### src/crc_chk_pkg.sv
package crc_chk_pkg;
    // ==========================================
    // Timing.
    // ==========================================
    localparam int CLK_NS       = 10;                     // Core clock period in ns.
    localparam int ALERT_PW_NS  = 100;                    // Longest error pulse on the alert line.
    localparam int ALERT_PW_CYC = ALERT_PW_NS / CLK_NS;   // Rounded down, as it is a longest time.

    // ==========================================
    // Register map (byte addresses).
    // ==========================================
    localparam logic [3:0] OFS_CTRL    = 4'h0;   // Enables and alert latency.
    localparam logic [3:0] OFS_STATUS  = 4'h4;   // Sticky error, line level, busy.
    localparam logic [3:0] OFS_READOUT = 4'h8;   // Error log page, read only.

    localparam int CTRL_CRC_EN = 0;              // Write CRC checking on.
    localparam int CTRL_MSK_EN = 1;              // Byte masking on.
    localparam int CTRL_INV_EN = 2;              // Write inversion on.
    localparam int CTRL_LAT_LO = 8;              // Low bit of the latency field.
    localparam int LAT_W       = 8;              // Width of the latency field.
    localparam int STAT_LINE   = 0;              // Synchronised alert line level.
    localparam int STAT_BUSY   = 1;              // Error report under way.
    localparam int STAT_ERR    = 3;              // Sticky CRC error bit.
    localparam int RO_ERR      = 7;              // Readout copy of the error bit.

    localparam logic [LAT_W-1:0] LAT_RST = 8'h08;   // Reset alert latency in core cycles.
    localparam logic             EN_RST  = 1'b0;    // All enables reset off.

    // ==========================================
    // CRC and burst framing.
    // ==========================================
    localparam logic [7:0] CRC_POLY   = 8'h07;   // x^8 + x^2 + x + 1.
    localparam logic [7:0] CRC_INIT   = 8'h00;   // Register seed before bit 71.
    localparam int         LANE_W     = 8;       // Data lines per byte lane.
    localparam int         ROW_BEATS  = 8;       // Tree positions per line.
    localparam int         HALF       = 4;       // Beats in a chopped burst.
    localparam int         TREE_W     = 72;      // Tree inputs per lane.
    localparam logic [3:0] CRC_BEAT   = 4'h8;    // Beat that carries the CRC.
    localparam logic [3:0] BEAT_MAX   = 4'hf;    // Beat counter saturates here.
    localparam logic [3:0] DATA_BEATS = 4'h4;    // Beats of real write data.

    typedef enum logic [2:0] {
        ST_IDLE  = 3'b001,
        ST_WAIT  = 3'b010,
        ST_PULSE = 3'b100
    } alert_st_t;

    localparam logic [LAT_W-1:0] PW_LAST = LAT_W'(ALERT_PW_CYC - 1);   // Last count of a pulse.
endpackage

### src/write_crc_check.sv
`timescale 1ns/1ps
module write_crc_check #(
    parameter int LANES = 2
) (
    input  wire logic                                   core_clk_in,
    input  wire logic                                   arst_n_in,
    input  wire logic [3:0]                             avs_address_in,
    input  wire logic                                   avs_read_in,
    input  wire logic                                   avs_write_in,
    input  wire logic [31:0]                            avs_writedata_in,
    output logic      [31:0]                            avs_readdata_out,
    output logic                                        avs_waitrequest_out,
    input  wire logic                                   link_clk_in,
    input  wire logic                                   write_frame_in,
    input  wire logic                                   a2_in,
    input  wire logic [LANES*crc_chk_pkg::LANE_W-1:0]   dq_in,
    input  wire logic [LANES-1:0]                       bus_inversion_flag_n_in,
    input  wire logic                                   alert_in,
    output logic                                        alert_out,
    output logic                                        alert_oe_n_out,
    output logic                                        store_valid_out,
    output logic [LANES*crc_chk_pkg::LANE_W*4-1:0]      store_data_out,
    output logic [LANES*4-1:0]                          write_byte_mask_out
);
    import crc_chk_pkg::*;

    localparam int LW = LANES * LANE_W;      // Bits per beat across all lanes.
    localparam int SW = LW + LANES + 3;      // Width of the synchronised bundle.

    // ==========================================
    // CRC function.
    // ==========================================
    // Bit-serial form of the tree, most significant input first; synthesis flattens it into
    // the same fixed XOR network as a hand-written equation set.
    function automatic logic [7:0] crc8(input logic [TREE_W-1:0] d);
        logic [7:0] c;
        logic       fb;
        c = CRC_INIT;
        fb = 1'b0;
        for (int i = TREE_W - 1; i >= 0; i--) begin
            fb = c[7] ^ d[i];
            c = {c[6:0], 1'b0};
            if (fb) begin
                c = c ^ CRC_POLY;
            end
        end
        return c;
    endfunction

    // ==========================================
    // Declarations.
    // ==========================================
    logic [SW-1:0]         meta_ff;          // First synchroniser stage.
    logic [SW-1:0]         sync_ff;          // Second synchroniser stage.
    logic                  strobe_prev_ff;   // Link clock one sample back.
    logic [1:0]            alert_sync_ff;    // Alert line synchroniser.
    logic [3:0]            beat_ff;          // Beat number within the frame.
    logic [LW*4-1:0]       data_ff;          // Four captured data beats.
    logic [LANES*4-1:0]    pin_ff;           // Pin bit per beat and lane.
    logic                  a2_ff;            // Burst half selector.
    logic [LW-1:0]         crc_rx_ff;        // Received CRC beat.
    logic                  check_ff;         // One-cycle check strobe.
    logic                  crc_en_ff;        // CRC checking enabled.
    logic                  msk_en_ff;        // Byte masking enabled.
    logic                  inv_en_ff;        // Write inversion enabled.
    logic [LAT_W-1:0]      lat_ff;           // Alert latency in core cycles.
    logic                  err_ff;           // Sticky CRC error.
    alert_st_t             st_ff;            // Alert sequencer state.
    alert_st_t             nxt_st;           // Its next value.
    logic [LAT_W-1:0]      cnt_ff;           // Latency or pulse counter.
    logic [LAT_W-1:0]      nxt_cnt;          // Its next value.
    logic                  wait_ff;          // Waitrequest register.
    logic [31:0]           rdata_ff;         // Read data register.
    logic                  alert_oe_n_ff;    // Alert driver enable, active low.
    logic                  store_ff;         // Store strobe register.
    logic [LW*4-1:0]       sdata_ff;         // Store data register.
    logic [LANES*4-1:0]    smask_ff;         // Store mask register.

    logic [LANES-1:0][TREE_W-1:0] tree_in;   // Mapped tree inputs per lane.
    logic [LANES-1:0]             mismatch;  // Lane CRC disagreement.
    logic [LW*4-1:0]              inv_vec;   // Per-bit inversion pattern.

    // ==========================================
    // Link synchronisers.
    // ==========================================
    // Every link input passes two flops; data and strobe share the path so they stay aligned.
    always_ff @(posedge core_clk_in or negedge arst_n_in) begin
        if (!arst_n_in) begin
            meta_ff        <= '0;
            sync_ff        <= '0;
            strobe_prev_ff <= 1'b0;
            alert_sync_ff  <= 2'b11;
        end else begin
            meta_ff        <= {link_clk_in, write_frame_in, a2_in, bus_inversion_flag_n_in, dq_in};
            sync_ff        <= meta_ff;
            strobe_prev_ff <= sync_ff[SW-1];
            alert_sync_ff  <= {alert_sync_ff[0], alert_in};
        end
    end

    wire [LW-1:0]    s_dq     = sync_ff[LW-1:0];        // Synchronised data lines.
    wire [LANES-1:0] s_pin    = sync_ff[LW +: LANES];   // Synchronised pin bits.
    wire             s_a2     = sync_ff[LW + LANES];    // Synchronised burst half.
    wire             s_frame  = sync_ff[LW + LANES + 1];// Synchronised frame.
    wire             s_clk    = sync_ff[SW-1];          // Synchronised link clock.
    wire             rise     = s_clk & ~strobe_prev_ff;// Link clock rising edge.
    wire             take     = rise & s_frame;         // A beat is on the lines.
    wire             data_bt  = take & (beat_ff < DATA_BEATS);
    wire             crc_bt   = take & (beat_ff == CRC_BEAT);

    // ==========================================
    // Beat capture.
    // ==========================================
    // Beats four to seven of a chopped burst carry nothing and are counted but dropped.
    always_ff @(posedge core_clk_in or negedge arst_n_in) begin
        if (!arst_n_in) begin
            beat_ff <= '0;
        end else if (!s_frame) begin
            beat_ff <= '0;
        end else if (rise && beat_ff != BEAT_MAX) begin
            beat_ff <= beat_ff + 4'h1;
        end
    end

    // Data, pin bits and the half selector are held for the check after the CRC beat.
    always_ff @(posedge core_clk_in or negedge arst_n_in) begin
        if (!arst_n_in) begin
            data_ff   <= '0;
            pin_ff    <= '1;
            a2_ff     <= 1'b0;
            crc_rx_ff <= '0;
            check_ff  <= 1'b0;
        end else begin
            if (data_bt) begin
                data_ff[beat_ff[1:0]*LW +: LW]      <= s_dq;
                pin_ff[beat_ff[1:0]*LANES +: LANES] <= s_pin;
            end
            if (data_bt && beat_ff == '0) begin
                a2_ff <= s_a2;
            end
            if (crc_bt) begin
                crc_rx_ff <= s_dq;
            end
            check_ff <= crc_bt;
        end
    end

    // ==========================================
    // Tree input mapping, one tree per lane.
    // ==========================================
    wire pin_use = msk_en_ff | inv_en_ff;  // Pin row is real data only when a pin function is on.

    for (genvar l = 0; l < LANES; l++) begin : g_lane
        for (genvar b = 0; b <= LANE_W; b++) begin : g_row
            for (genvar k = 0; k < ROW_BEATS; k++) begin : g_pos
                // Positions outside the selected half are constant ones.
                if (b == LANE_W) begin : g_pin
                    assign tree_in[l][b*ROW_BEATS+k] =
                        (a2_ff == (k >= HALF)) ? (pin_use ? pin_ff[(k%HALF)*LANES+l] : 1'b1)
                                               : 1'b1;
                end else begin : g_dq
                    // With A2 set the beats land on the upper nibble positions.
                    assign tree_in[l][b*ROW_BEATS+k] =
                        (a2_ff == (k >= HALF)) ? data_ff[(k%HALF)*LW+l*LANE_W+b] : 1'b1;
                end
            end
        end
        // Each lane gets its own identical tree and compares all eight bits.
        assign mismatch[l] = crc8(tree_in[l]) != crc_rx_ff[l*LANE_W +: LANE_W];
        for (genvar k = 0; k < HALF; k++) begin : g_inv
            // Pin low with inversion on flips the byte, pin high leaves it.
            assign inv_vec[k*LW+l*LANE_W +: LANE_W] = {LANE_W{inv_en_ff & ~pin_ff[k*LANES+l]}};
        end
    end

    wire crc_err  = check_ff & crc_en_ff & (|mismatch);
    wire blocked  = crc_err & msk_en_ff;

    // ==========================================
    // Store path to the array.
    // ==========================================
    // Only the write path exists here; reads never see the inversion logic.
    always_ff @(posedge core_clk_in or negedge arst_n_in) begin
        if (!arst_n_in) begin
            store_ff <= 1'b0;
            sdata_ff <= '0;
            smask_ff <= '0;
        end else begin
            store_ff <= check_ff & ~blocked;
            if (check_ff) begin
                sdata_ff <= data_ff ^ inv_vec;
                smask_ff <= msk_en_ff ? ~pin_ff : '0;
            end
        end
    end

    // ==========================================
    // Register bus.
    // ==========================================
    wire req      = avs_read_in | avs_write_in;   // A request is on the bus.
    wire acc      = req & ~wait_ff;               // Edge at which it completes.
    wire sel_ctrl = avs_address_in == OFS_CTRL;
    wire sel_stat = avs_address_in == OFS_STATUS;
    wire sel_ro   = avs_address_in == OFS_READOUT;
    wire wr_ctrl  = acc & avs_write_in & sel_ctrl;
    wire clr_err  = acc & avs_write_in & sel_stat & ~avs_writedata_in[STAT_ERR];

    wire [31:0] ctrl_rd = (32'(lat_ff) << CTRL_LAT_LO) | (32'(inv_en_ff) << CTRL_INV_EN)
                        | (32'(msk_en_ff) << CTRL_MSK_EN) | (32'(crc_en_ff) << CTRL_CRC_EN);
    wire [31:0] stat_rd = (32'(err_ff) << STAT_ERR) | (32'(st_ff != ST_IDLE) << STAT_BUSY)
                        | (32'(alert_sync_ff[1]) << STAT_LINE);
    wire [31:0] ro_rd   = 32'(err_ff) << RO_ERR;
    wire [31:0] rd_mux  = sel_ctrl ? ctrl_rd : sel_stat ? stat_rd : sel_ro ? ro_rd : '0;

    // One wait cycle per access; unmapped reads return zero and writes are dropped.
    always_ff @(posedge core_clk_in or negedge arst_n_in) begin
        if (!arst_n_in) begin
            wait_ff  <= 1'b1;
            rdata_ff <= '0;
        end else begin
            wait_ff <= ~(req & wait_ff);
            if (req && wait_ff) begin
                rdata_ff <= rd_mux;
            end
        end
    end

    // Control fields steer the tree mapping, masking, inversion and alert timing.
    always_ff @(posedge core_clk_in or negedge arst_n_in) begin
        if (!arst_n_in) begin
            crc_en_ff <= EN_RST;
            msk_en_ff <= EN_RST;
            inv_en_ff <= EN_RST;
            lat_ff    <= LAT_RST;
        end else if (wr_ctrl) begin
            crc_en_ff <= avs_writedata_in[CTRL_CRC_EN];
            msk_en_ff <= avs_writedata_in[CTRL_MSK_EN];
            inv_en_ff <= avs_writedata_in[CTRL_INV_EN];
            lat_ff    <= avs_writedata_in[CTRL_LAT_LO +: LAT_W];
        end
    end

    // A new error in the clearing cycle wins, so no report is ever lost.
    always_ff @(posedge core_clk_in or negedge arst_n_in) begin
        if (!arst_n_in) begin
            err_ff <= 1'b0;
        end else begin
            err_ff <= crc_err | (err_ff & ~clr_err);
        end
    end

    // ==========================================
    // Alert sequencer.
    // ==========================================
    // Errors arriving while a report is under way only touch the sticky bit; the shared
    // line would merge the pulses anyway, and a short pulse keeps recovery quick.
    always_comb begin
        nxt_st  = st_ff;
        nxt_cnt = cnt_ff;
        case (st_ff)
            ST_IDLE: begin
                if (crc_err) begin
                    nxt_st  = ST_WAIT;
                    nxt_cnt = lat_ff;
                end
            end
            ST_WAIT: begin
                if (cnt_ff == '0) begin
                    nxt_st  = ST_PULSE;
                    nxt_cnt = PW_LAST;
                end else begin
                    nxt_cnt = cnt_ff - 1'b1;
                end
            end
            ST_PULSE: begin
                if (cnt_ff == '0) begin
                    nxt_st = ST_IDLE;
                end else begin
                    nxt_cnt = cnt_ff - 1'b1;
                end
            end
            default: begin
                nxt_st  = ST_IDLE;
                nxt_cnt = '0;
            end
        endcase
    end

    always_ff @(posedge core_clk_in or negedge arst_n_in) begin
        if (!arst_n_in) begin
            st_ff         <= ST_IDLE;
            cnt_ff        <= '0;
            alert_oe_n_ff <= 1'b1;
        end else begin
            st_ff         <= nxt_st;
            cnt_ff        <= nxt_cnt;
            alert_oe_n_ff <= nxt_st != ST_PULSE;
        end
    end

    // ==========================================
    // Outputs.
    // ==========================================
    // The alert pin is open drain: its data is always low and only the enable moves.
    assign alert_out           = 1'b0;
    assign alert_oe_n_out      = alert_oe_n_ff;
    assign avs_waitrequest_out = wait_ff;
    assign avs_readdata_out    = rdata_ff;
    assign store_valid_out     = store_ff;
    assign store_data_out      = sdata_ff;
    assign write_byte_mask_out = smask_ff;
endmodule

### config.mk
export PLATFORM = sky130hd
export DESIGN_NAME = write_crc_check
export DESIGN_NICKNAME = d
export VERILOG_FILES = /design/src/crc_chk_pkg.sv /design/src/write_crc_check.sv
export SDC_FILE = /design/constraint.sdc
export NUM_CORES = 1
export LEC_CHECK = 0
export BUFFER_PORTS_ARGS = -buffer_cell sky130_fd_sc_hd__buf_4
export CORE_ASPECT_RATIO = 0.6
export CORE_MARGIN = 2
export CORE_UTILIZATION = 45
export DETAILED_ROUTE_END_ITERATION = 8
export SETUP_SLACK_MARGIN = 0.5
export SLEW_MARGIN = 15
export SYNTH_ARGS = -nofsm -noshare
export SYNTH_HDL_FRONTEND = slang
export SYNTH_SLANG_ARGS = --single-unit
### constraint.sdc
create_clock -name core_clk_in -period 7.6 [get_ports core_clk_in]
set_clock_uncertainty 0.2 [all_clocks]
set_input_delay 1.52 -clock core_clk_in [delete_from_list [all_inputs] [get_ports core_clk_in]]
set_output_delay 1.52 -clock core_clk_in [all_outputs]
set_load 0.01 [all_outputs]
Word level (Yosys, flattened, before mapping)
Cells that the tools add are included.
Word-level totals
  bits in registers: 269
  output and inout bits: 108
  input bits: 62
Cells by class
  reduce and logical (&&, ||, !) cells: 8
  $add $sub $neg: 4
  eq/ne operators: 14
  magnitude comparators: 1
  shift operators: 4
  bitwise logic cells: 331
  mux-type cells: 312
Operators by type and width (count)
  two-way mux 3 bit: 147
  NOT 3 bit: 142
  two-way mux 1 bit: 152
  XOR 1 bit: 132
  bitwise mux 64 bit: 1
  variable shift 16 x 34 -> 64 bit (first input constant): 1
  indexed part select 16 x 34 -> 64 bit: 1
  XOR 64 bit: 1
  two-way mux 8 bit: 6
  negator 3 -> 34 bit: 1
  negator 6 -> 34 bit: 1
  variable shift 2 x 34 -> 8 bit (first input constant): 1
  indexed part select 2 x 34 -> 8 bit: 1
  case mux 8 bit (3 select lines): 1
  AND 1 bit: 23
  two-way mux 16 bit: 1
  inequality test 8 bit: 2
  bitwise OR 16 x 1 -> 16 bit: 1
  bitwise OR 16 x 2 -> 16 bit: 1
  bitwise OR 16 x 3 -> 16 bit: 1
  NOT 1 bit: 14
  XOR 1 bit (first input constant): 10
  case mux 3 bit (3 select lines): 1
  bitwise mux 8 bit: 1
  other kinds (23): 31

Longest topological paths before layout
Gate-level depths: netlist of run 1.
  depth in word-level cells: 152
  depth in mapped cells: 24
  mapped depth without buffers: 16

Worst setup path after synthesis of run 1
Ideal clock, no wire load.
  path kind: reg2reg
  start: reg pin_ff[7]
  end: reg cnt_ff[3]
  slack: 1.958 ns
  arrival time: 5.316 ns
  cell stages (with the launch flop): 19
  cell sequence: dfstp_2 -> buf_2 -> xor2_1 -> or3_1 -> and3_1 -> buf_2 -> xnor2_1 -> xnor3_1 -> xnor2_1 -> xnor3_1 -> xnor3_1 -> xnor2_1 -> xnor3_2 -> xor2_1 -> or3_4 -> a2111oi_4 -> a31oi_4 -> a2bb2oi_2 -> o32a_1
On the way
  word-level cells in the longest chain between the ends: 61
Ends and longest elaborated chain
  from (decl): line write_crc_check.sv:59  | logic [LANES*4-1:0] pin_ff;
  from (signal, indexed assignment): line write_crc_check.sv:136  | pin_ff[beat_ff[1:0]*LANES +: LANES] <= s_pin;
  two-way mux 1 bit (*): line write_crc_check.sv:159  | (a2_ff == (k >= HALF)) ? (pin_use ? pin_ff[(k%HALF)*LANES+l] : 1'b1)
  two-way mux 1 bit: line write_crc_check.sv:159
  XOR 1 bit: line write_crc_check.sv:41  | fb = c[7] ^ d[i];
  two-way mux 3 bit: line write_crc_check.sv:43  | if (fb) begin
  NOT 3 bit (no line)
  two-way mux 3 bit: line write_crc_check.sv:43
  NOT 3 bit (no line)
  two-way mux 3 bit: line write_crc_check.sv:43
  [... 45 more ...]
  two-way mux 3 bit: line write_crc_check.sv:43
  NOT 3 bit (no line)
  two-way mux 3 bit: line write_crc_check.sv:43
  inequality test 8 bit (*): line write_crc_check.sv:169  | assign mismatch[l] = crc8(tree_in[l]) != crc_rx_ff[l*LANE_W +: LANE_W];
  OR reduction 2 bit (*): line write_crc_check.sv:176  | wire crc_err = check_ff & crc_en_ff & (|mismatch);
  AND 1 bit (*): line write_crc_check.sv:176
  inequality test 2 bit (no line) (*)
  AND reduction 2 bit (no line) (*)
  to (signal assigned): line write_crc_check.sv:296  | cnt_ff <= nxt_cnt;
  to (decl): line write_crc_check.sv:70  | logic [LAT_W-1:0] cnt_ff;
Every way passes the cells marked *; elsewhere a longest branch is shown, timed or not.
A chain may end at the register's enable or synchronous reset.

Final worst setup path of run 1
  start: reg a2_ff
  end: reg cnt_ff[3]
On the way
  word-level cells in the longest chain between the ends: 60
Ends and longest elaborated chain
  from (decl): line write_crc_check.sv:60  | logic a2_ff;
  from (signal assigned): line write_crc_check.sv:130  | a2_ff <= 1'b0;
  from (signal assigned): line write_crc_check.sv:139  | a2_ff <= s_a2;
  two-way mux 1 bit: line write_crc_check.sv:159
  XOR 1 bit: line write_crc_check.sv:41
  two-way mux 3 bit: line write_crc_check.sv:43
  NOT 3 bit (no line)
  two-way mux 3 bit: line write_crc_check.sv:43
  NOT 3 bit (no line)
  two-way mux 3 bit: line write_crc_check.sv:43
  XOR 1 bit: line write_crc_check.sv:41
  [... 44 more ...]
  two-way mux 3 bit: line write_crc_check.sv:43
  NOT 3 bit (no line)
  two-way mux 3 bit: line write_crc_check.sv:43
  inequality test 8 bit: line write_crc_check.sv:169
  OR reduction 2 bit (*): line write_crc_check.sv:176
  AND 1 bit (*): line write_crc_check.sv:176
  inequality test 2 bit (no line) (*)
  AND reduction 2 bit (no line) (*)
Marked as above.

==> results of run 1 <==
-- flip-flops by register name, summed over array words and instances, names as in the netlist, 2 cells and up --
signal and cells:
alert_sync_ff 2, avs_readdata_out 13, beat_ff 4, cnt_ff 8, crc_rx_ff 16, data_ff 64, lat_ff 8, meta_ff 21
pin_ff 8, st_ff 3, store_data_out 64, sync_ff 21, write_byte_mask_out 8
-- cells by family after synthesis --
| logic type | after synthesis | synth area share |
|---|---|---|
| AO/OA/AOI/OAI | 279 | 0.106 |
| multiplexers | 43 | 0.0285 |
| XOR/XNOR | 421 | 0.298 |
| adder cells (fa/ha/maj) | 7 | 0.00538 |
| AND/OR/NAND/NOR | 469 | 0.126 |
| flip-flops | 250 | 0.386 |
| buffers and inverters | 167 | 0.0501 |
| other | 1 | 0.000231 |
-- per-layer routing --
metal	GRT usage	vias up
li1	-	5452
met1	0.393	5585
met2	0.307	411
met3	0.0646	34
met4	0.0367	0
met5	0	-
-- layout make-up --
| cell class | instances | area share |
|---|---|---|
| clock buffers | 35 | 0.0403 |
| inverters | 23 | 0.00473 |
| clock inverters | 13 | 0.0102 |
| well taps | 467 | 0.0320 |
| flip-flops and latches | 250 | 0.344 |
| multi-input cells | 1239 | 0.509 |
| repair buffers | 143 | 0.0599 |
-- how the worst min path moves through the flow --
stage                           from                     to  slack (ns)  cells past startpoint
2_1_floorplan   meta_ff[0]$_DFF_PN0_   sync_ff[0]$_DFF_PN0_        0.13                      0
3_3_place_gp   meta_ff[20]$_DFF_PN0_  sync_ff[20]$_DFF_PN0_        0.13                      0
3_5_place_dp   meta_ff[17]$_DFF_PN0_  sync_ff[17]$_DFF_PN0_        0.13                      0
4_1_cts        meta_ff[19]$_DFF_PN0_  sync_ff[19]$_DFF_PN0_        0.15                      0
5_1_grt        meta_ff[17]$_DFF_PN0_  sync_ff[17]$_DFF_PN0_        0.15                      0
6_report       meta_ff[19]$_DFF_PN0_  sync_ff[19]$_DFF_PN0_        0.15                      0
-- per-stage QoR --
stage          instances  instance area (um2)  hold slack (ns)  setup slack [ns]
2_1_floorplan       1656                16300            0.131              1.96
3_3_place_gp        2122                17300            0.132             0.992
3_5_place_dp        2122                17300            0.135             0.953
4_1_cts             2170                18300            0.149             0.918
5_1_grt             2170                18300            0.151             0.601
6_report            2170                18300            0.146             0.817
-- worst max-delay path: stages (launching register included) --
cell and delay [ns]:
dfrtp_4 0.59, inv_2 0.68, o2bb2ai_4 0.21, xnor2_1 0.24
xnor2_1 0.17, xnor3_1 0.49, xnor2_1 0.64, xnor3_1 0.49
xnor3_1 0.41, xnor2_1 0.31, xnor3_2 0.37, xor2_1 0.17
or3_4 0.41, a2111oi_4 0.39, a31oi_4 0.27, a2bb2oi_2 0.27
o32a_1 0.29
-- placed cells by master, fill, tap and decap left out, types with 8 or more instances in the layout --
cell       netlist  layout
mux2i_1         26      26
xnor2_2          8       8
dfstp_2         14      14
inv_1           21      21
o21ai_0        108     108
a22o_1           9       9
buf_4           24     141
clkbuf_16        0      27
nor3_1          11      10
nor2b_1         19      18
xnor3_1         64      64
a21oi_1         99      99
xor2_1          75      75
nand3b_1         9       9
dfrtp_1        236     234
xnor2_1        259     259
nand2_1        244     243
nand3_1         10      10
conb_1           1      20
nand2b_1        10      10
nor2_1         119     119
mux2_2          16      16
==> impl_metrics.tcl, run 1 <==
set metrics [dict create \
    slew_viol_final 0 \
    synth_cell_types 88 \
    synth_top_cell_area_share 0.363 \
    drive_gt1_frac 0.159 \
    yosysTopAreaCell "dfrtp_1" \
    regArea_mm2 0.00628 \
    row_count 53 \
    cts_tree "done" \
    ys.flop_type "dfrtp_1" \
    netlist_top_cells_area "dfrtp_1, xnor2_1, xnor3_1, nand2_1, xor2_1" \
    die_x_um 249 \
    fin_tns_setup_ns 0 \
    grt_pass1_vias 10905 \
    clk_pin_slew_ns 0.07 \
    ys_seq_elements 250 \
    seq_area_frac_synth 0.386 \
    multi_input_area_mm2 0.00930 \
    cts_hold_buf 0 \
    synth_edf_count 0 \
    clockBufferDepth 3 \
    async_flop_share 1.00 \
    final_util 0.518 \
    fillers 3220 \
    rsz0062_at_grt "false" \
    crit_path_end_kind "register" \
    synthesis.area_mm2 0.0163 \
    overflow 0 \
    wl_um 44500 \
    hold_class "reg2reg" \
    yosysMostFrequentCell "xnor2_1" \
    drv_cap 0 \
    die_h_um 151 \
    endpoint "cnt_ff[3]$_DFFE_PN0P_" \
    highest_layer "met4" \
    worstMarginPinSlew_ns 1.20 \
    htreeDepth 1 \
    arrival_ns 7.01 \
    syn_inst 1637 \
    gp_congestion 0.934 \
    wl_per_cell_um 20.5 \
    grt_max_degree 133 \
    fmax_mhz 147 \
    fin_crit_sh 0.893 \
    path_max_fanout 38 \
    cts_root_buf "clkbuf_16" \
    drt_iter0_drc 978 \
    hpwl_um 32600 \
    area_growth_pct 12.3 \
    numCtsBuffers 26 \
    insertion_delay_ns 0.55 \
    io_buffers 129 \
    grt_pass1_wl_um 68300 \
    syn_area_per_cell_um2 9.94 \
    crit_type "reg2reg" \
    setup-violations-final 0 \
    r2r_start "a2_ff$_DFFE_PN0P_" \
    die-area_mm2 0.0377 \
    hold_violations 0 \
    slew_headroom 0.198 \
    postCtsResizedCells 0 \
    drc 0 \
    core_area_mm2 0.0353 \
    fin_nets 1752 \
    routed-wl-met3_um 4250 \
    diodes 0 \
    startpoint "a2_ff$_DFFE_PN0P_" \
    first_pass_iters 7 \
    antenna_found_initial 1 \
    reg2reg_depth 16 \
    startpoint_type "register" \
    grtUsageTotal 0.239 \
    via_per_inst 5.29 \
    num_vias 11482 \
    ios 170 \
    outcome "finished, final reports clean" \
    wl_met2_um 16600 \
    post_cts_buffers 0 \
    worstReg2RegEnd "cnt_ff[3]$_DFFE_PN0P_" \
    cts.sinks 250 \
    drtAntennaViolNets 0 \
    wl_met1_um 23200 \
    required_ns 7.83 \
    finalCriticalPeriod_ns 6.78 \
    r2r_slack_ns 0.82 \
    synth_commonest_cells "xnor2_1, nand2_1, dfrtp_1, nor2_1, o21ai_0" \
    initial_core_util 0.461 \
    yosys_warnings 0 \
]
Power of run 1 is left out: the tool's default activity adds up to more than one toggle a clock period on the data nets, which glitch-free logic cannot reach.
==> inputs of run 2 (changes only) <==
--- a/config.mk
+++ b/config.mk
@@ -10,6 +10,7 @@
 export CORE_MARGIN = 2
 export CORE_UTILIZATION = 45
 export DETAILED_ROUTE_END_ITERATION = 8
+export RECOVER_POWER = 50
 export SETUP_SLACK_MARGIN = 0.5
 export SLEW_MARGIN = 15
 export SYNTH_ARGS = -nofsm -noshare
==> constraint.sdc (replaced) <==
create_clock -name core_clk_in -period 6.6 [get_ports core_clk_in]
set_clock_uncertainty 0.2 [all_clocks]
set_input_delay 1.32 -clock core_clk_in [delete_from_list [all_inputs] [get_ports core_clk_in]]
set_output_delay 1.32 -clock core_clk_in [all_outputs]
set_load 0.02 [all_outputs]
==> run 2 against run 1 <==
Compared with the run above: the run now ends with max-capacitance violations, max-slew violations left; core utilization is 1.3 points higher; largest cell class unchanged; sequential share of layout area fell by 0.85 points; via count rose by 2.3%; highest routed layer unchanged.
==> impl_metrics.tcl, run 2 (synthesis results as in run 1) <==
set metrics [dict create \
    outcome "finished, violations left" \
    violations "max-capacitance violations, max-slew violations" \
    required_ns 6.83 \
    antenna_found_initial 0 \
    r2r_slack_ns 0.62 \
    row_count 53 \
    grt_max_degree 133 \
    fmax_mhz 167 \
    via_per_inst 5.31 \
    grt_pass1_wl_um 69300 \
    drt_iter0_drc 1240 \
    drtAntennaViolNets 0 \
    worstMarginPinSlew_ns 4.20 \
    fin_tns_setup_ns 0 \
    path_delay_family "XOR/XNOR gates" \
    io_buffers 129 \
    dpl_worst_slack_ns 0.310 \
    die_h_um 151 \
    num_vias 11743 \
    first_pass_iters 8 \
    placed_area_mm2 0.0175 \
    slew_viol_final 381 \
    fin_area_mm2 0.0187 \
    final_common_cell "xnor2_1" \
    crit_type "reg2reg" \
    drv_cap 4 \
    htreeDepth 1 \
    cts.sinks 250 \
    startpoint_type "register" \
    ios 170 \
    wl_per_cell_um 20.9 \
    fin_nets 1796 \
    slew_headroom -1.80 \
    overflow 0 \
    numCtsBuffers 26 \
    core_area_mm2 0.0353 \
    cts_root_buf "clkbuf_16" \
    grt_pass1_vias 11088 \
    arrival_ns 6.21 \
    crit_path_end_kind "register" \
    drc 0 \
    crit_path_cell_trace "buf_12 > buf_4 > inv_2 > o2bb2ai_4 > xnor2_1 > xnor2_1 > xnor3_2 > xnor2_2 > xnor3_1 > xnor3_2 > xnor2_2 > xnor3_2 > xor2_1 > or3_4 > a2111oi_4 > a31oi_4 > a2bb2oi_2 > o32a_1" \
    finalCriticalPeriod_ns 5.98 \
    diodes 0 \
    layout_common_cells "xnor2_1, nand2_1, dfrtp_1, buf_4, nor2_1" \
    crit_top_cell "xnor3_2" \
    cpPeakStageDelay_ns 0.52 \
    grtUsageTotal 0.244 \
    cp_num_buf_inv 3 \
    die_x_um 249 \
    insertion_delay_ns 0.55 \
    fillers 3216 \
    drive_gt1_frac 0.191 \
    hold_violations 0 \
    area_growth_pct 15.1 \
    crit_slowest_cell "xnor3_2" \
    setup-violations-final 0 \
    fin_crit_sh 0.906 \
    setup_ws_ns 0.622 \
    hold_class "reg2reg" \
    wl_um 46300 \
    gp_congestion 0.916 \
    path_max_fanout 8 \
    clockBufferDepth 3 \
    initial_core_util 0.461 \
    hpwl_um 33500 \
    cts_tree "done" \
    die-area_mm2 0.0377 \
    clk_pin_slew_ns 0.07 \
    rsz0062_at_grt "true" \
]
[run 2: changes by cell type in the layout (fill, tap and decap cells not counted), sizes merged]
cell and delta:
clkbuf +26, inv -2, clkinv +4, a31oi +1, buf +16, bufinv -2
[run 2: path summary, 6_finish.rpt]
path	start	end	cells past startpoint
hold reg to reg	meta_ff[11]$_DFF_PN0_	sync_ff[11]$_DFF_PN0_	0
setup / recovery	a2_ff$_DFFE_PN0P_	cnt_ff[3]$_DFFE_PN0P_	18
max in group asynchronous	arst_n_in	store_data_out[61]$_DFFE_PN0P_	2
setup reg to reg	a2_ff$_DFFE_PN0P_	cnt_ff[3]$_DFFE_PN0P_	18
min in group asynchronous	arst_n_in	sync_ff[20]$_DFF_PN0_	1
hold / removal	meta_ff[11]$_DFF_PN0_	sync_ff[11]$_DFF_PN0_	0
[run 2: what timing repair did]
action,CTS,global route
pin swaps,2,11
resized for setup,4,29
endpoints found under the setup margin,10,12
gates cloned,0,1
buffers inserted,4,21
hold buffers,0,0
[run 2: through the flow]
step | instances | util | hold slack [ns]
after CTS | 2191 | 0.521 | 0.149
after global routing | 2213 | 0.530 | 0.155
final | 2213 | 0.530 | 0.148
after detailed placement | 2140 | 0.495 | 0.135
after global placement | 2140 | 0.495 | 0.134
after floorplan | 1656 | - | 0.131
[run 2: final cells by class]
| cell class | count | area [um2] | share of cell area |
|---|---|---|---|
| tap | 467 | 584 | 0.0312 |
| multi-input combinational | 1240 | 9490 | 0.507 |
| clock inverter | 13 | 126 | 0.00675 |
| clock buffer | 34 | 732 | 0.0391 |
| timing repair buffer | 186 | 1410 | 0.0756 |
| inverter | 23 | 86.3 | 0.00461 |
| sequential | 250 | 6280 | 0.335 |
[run 2: routing by layer]
layer,share of wire,global-route usage,vias up
met2,0.36,0.303,451
met5,0,0,-
li1,-,-,5540
met3,0.10,0.0758,37
met1,0.52,0.404,5715
met4,0.012,0.0325,0
Power of run 2 is left out for the same reason.
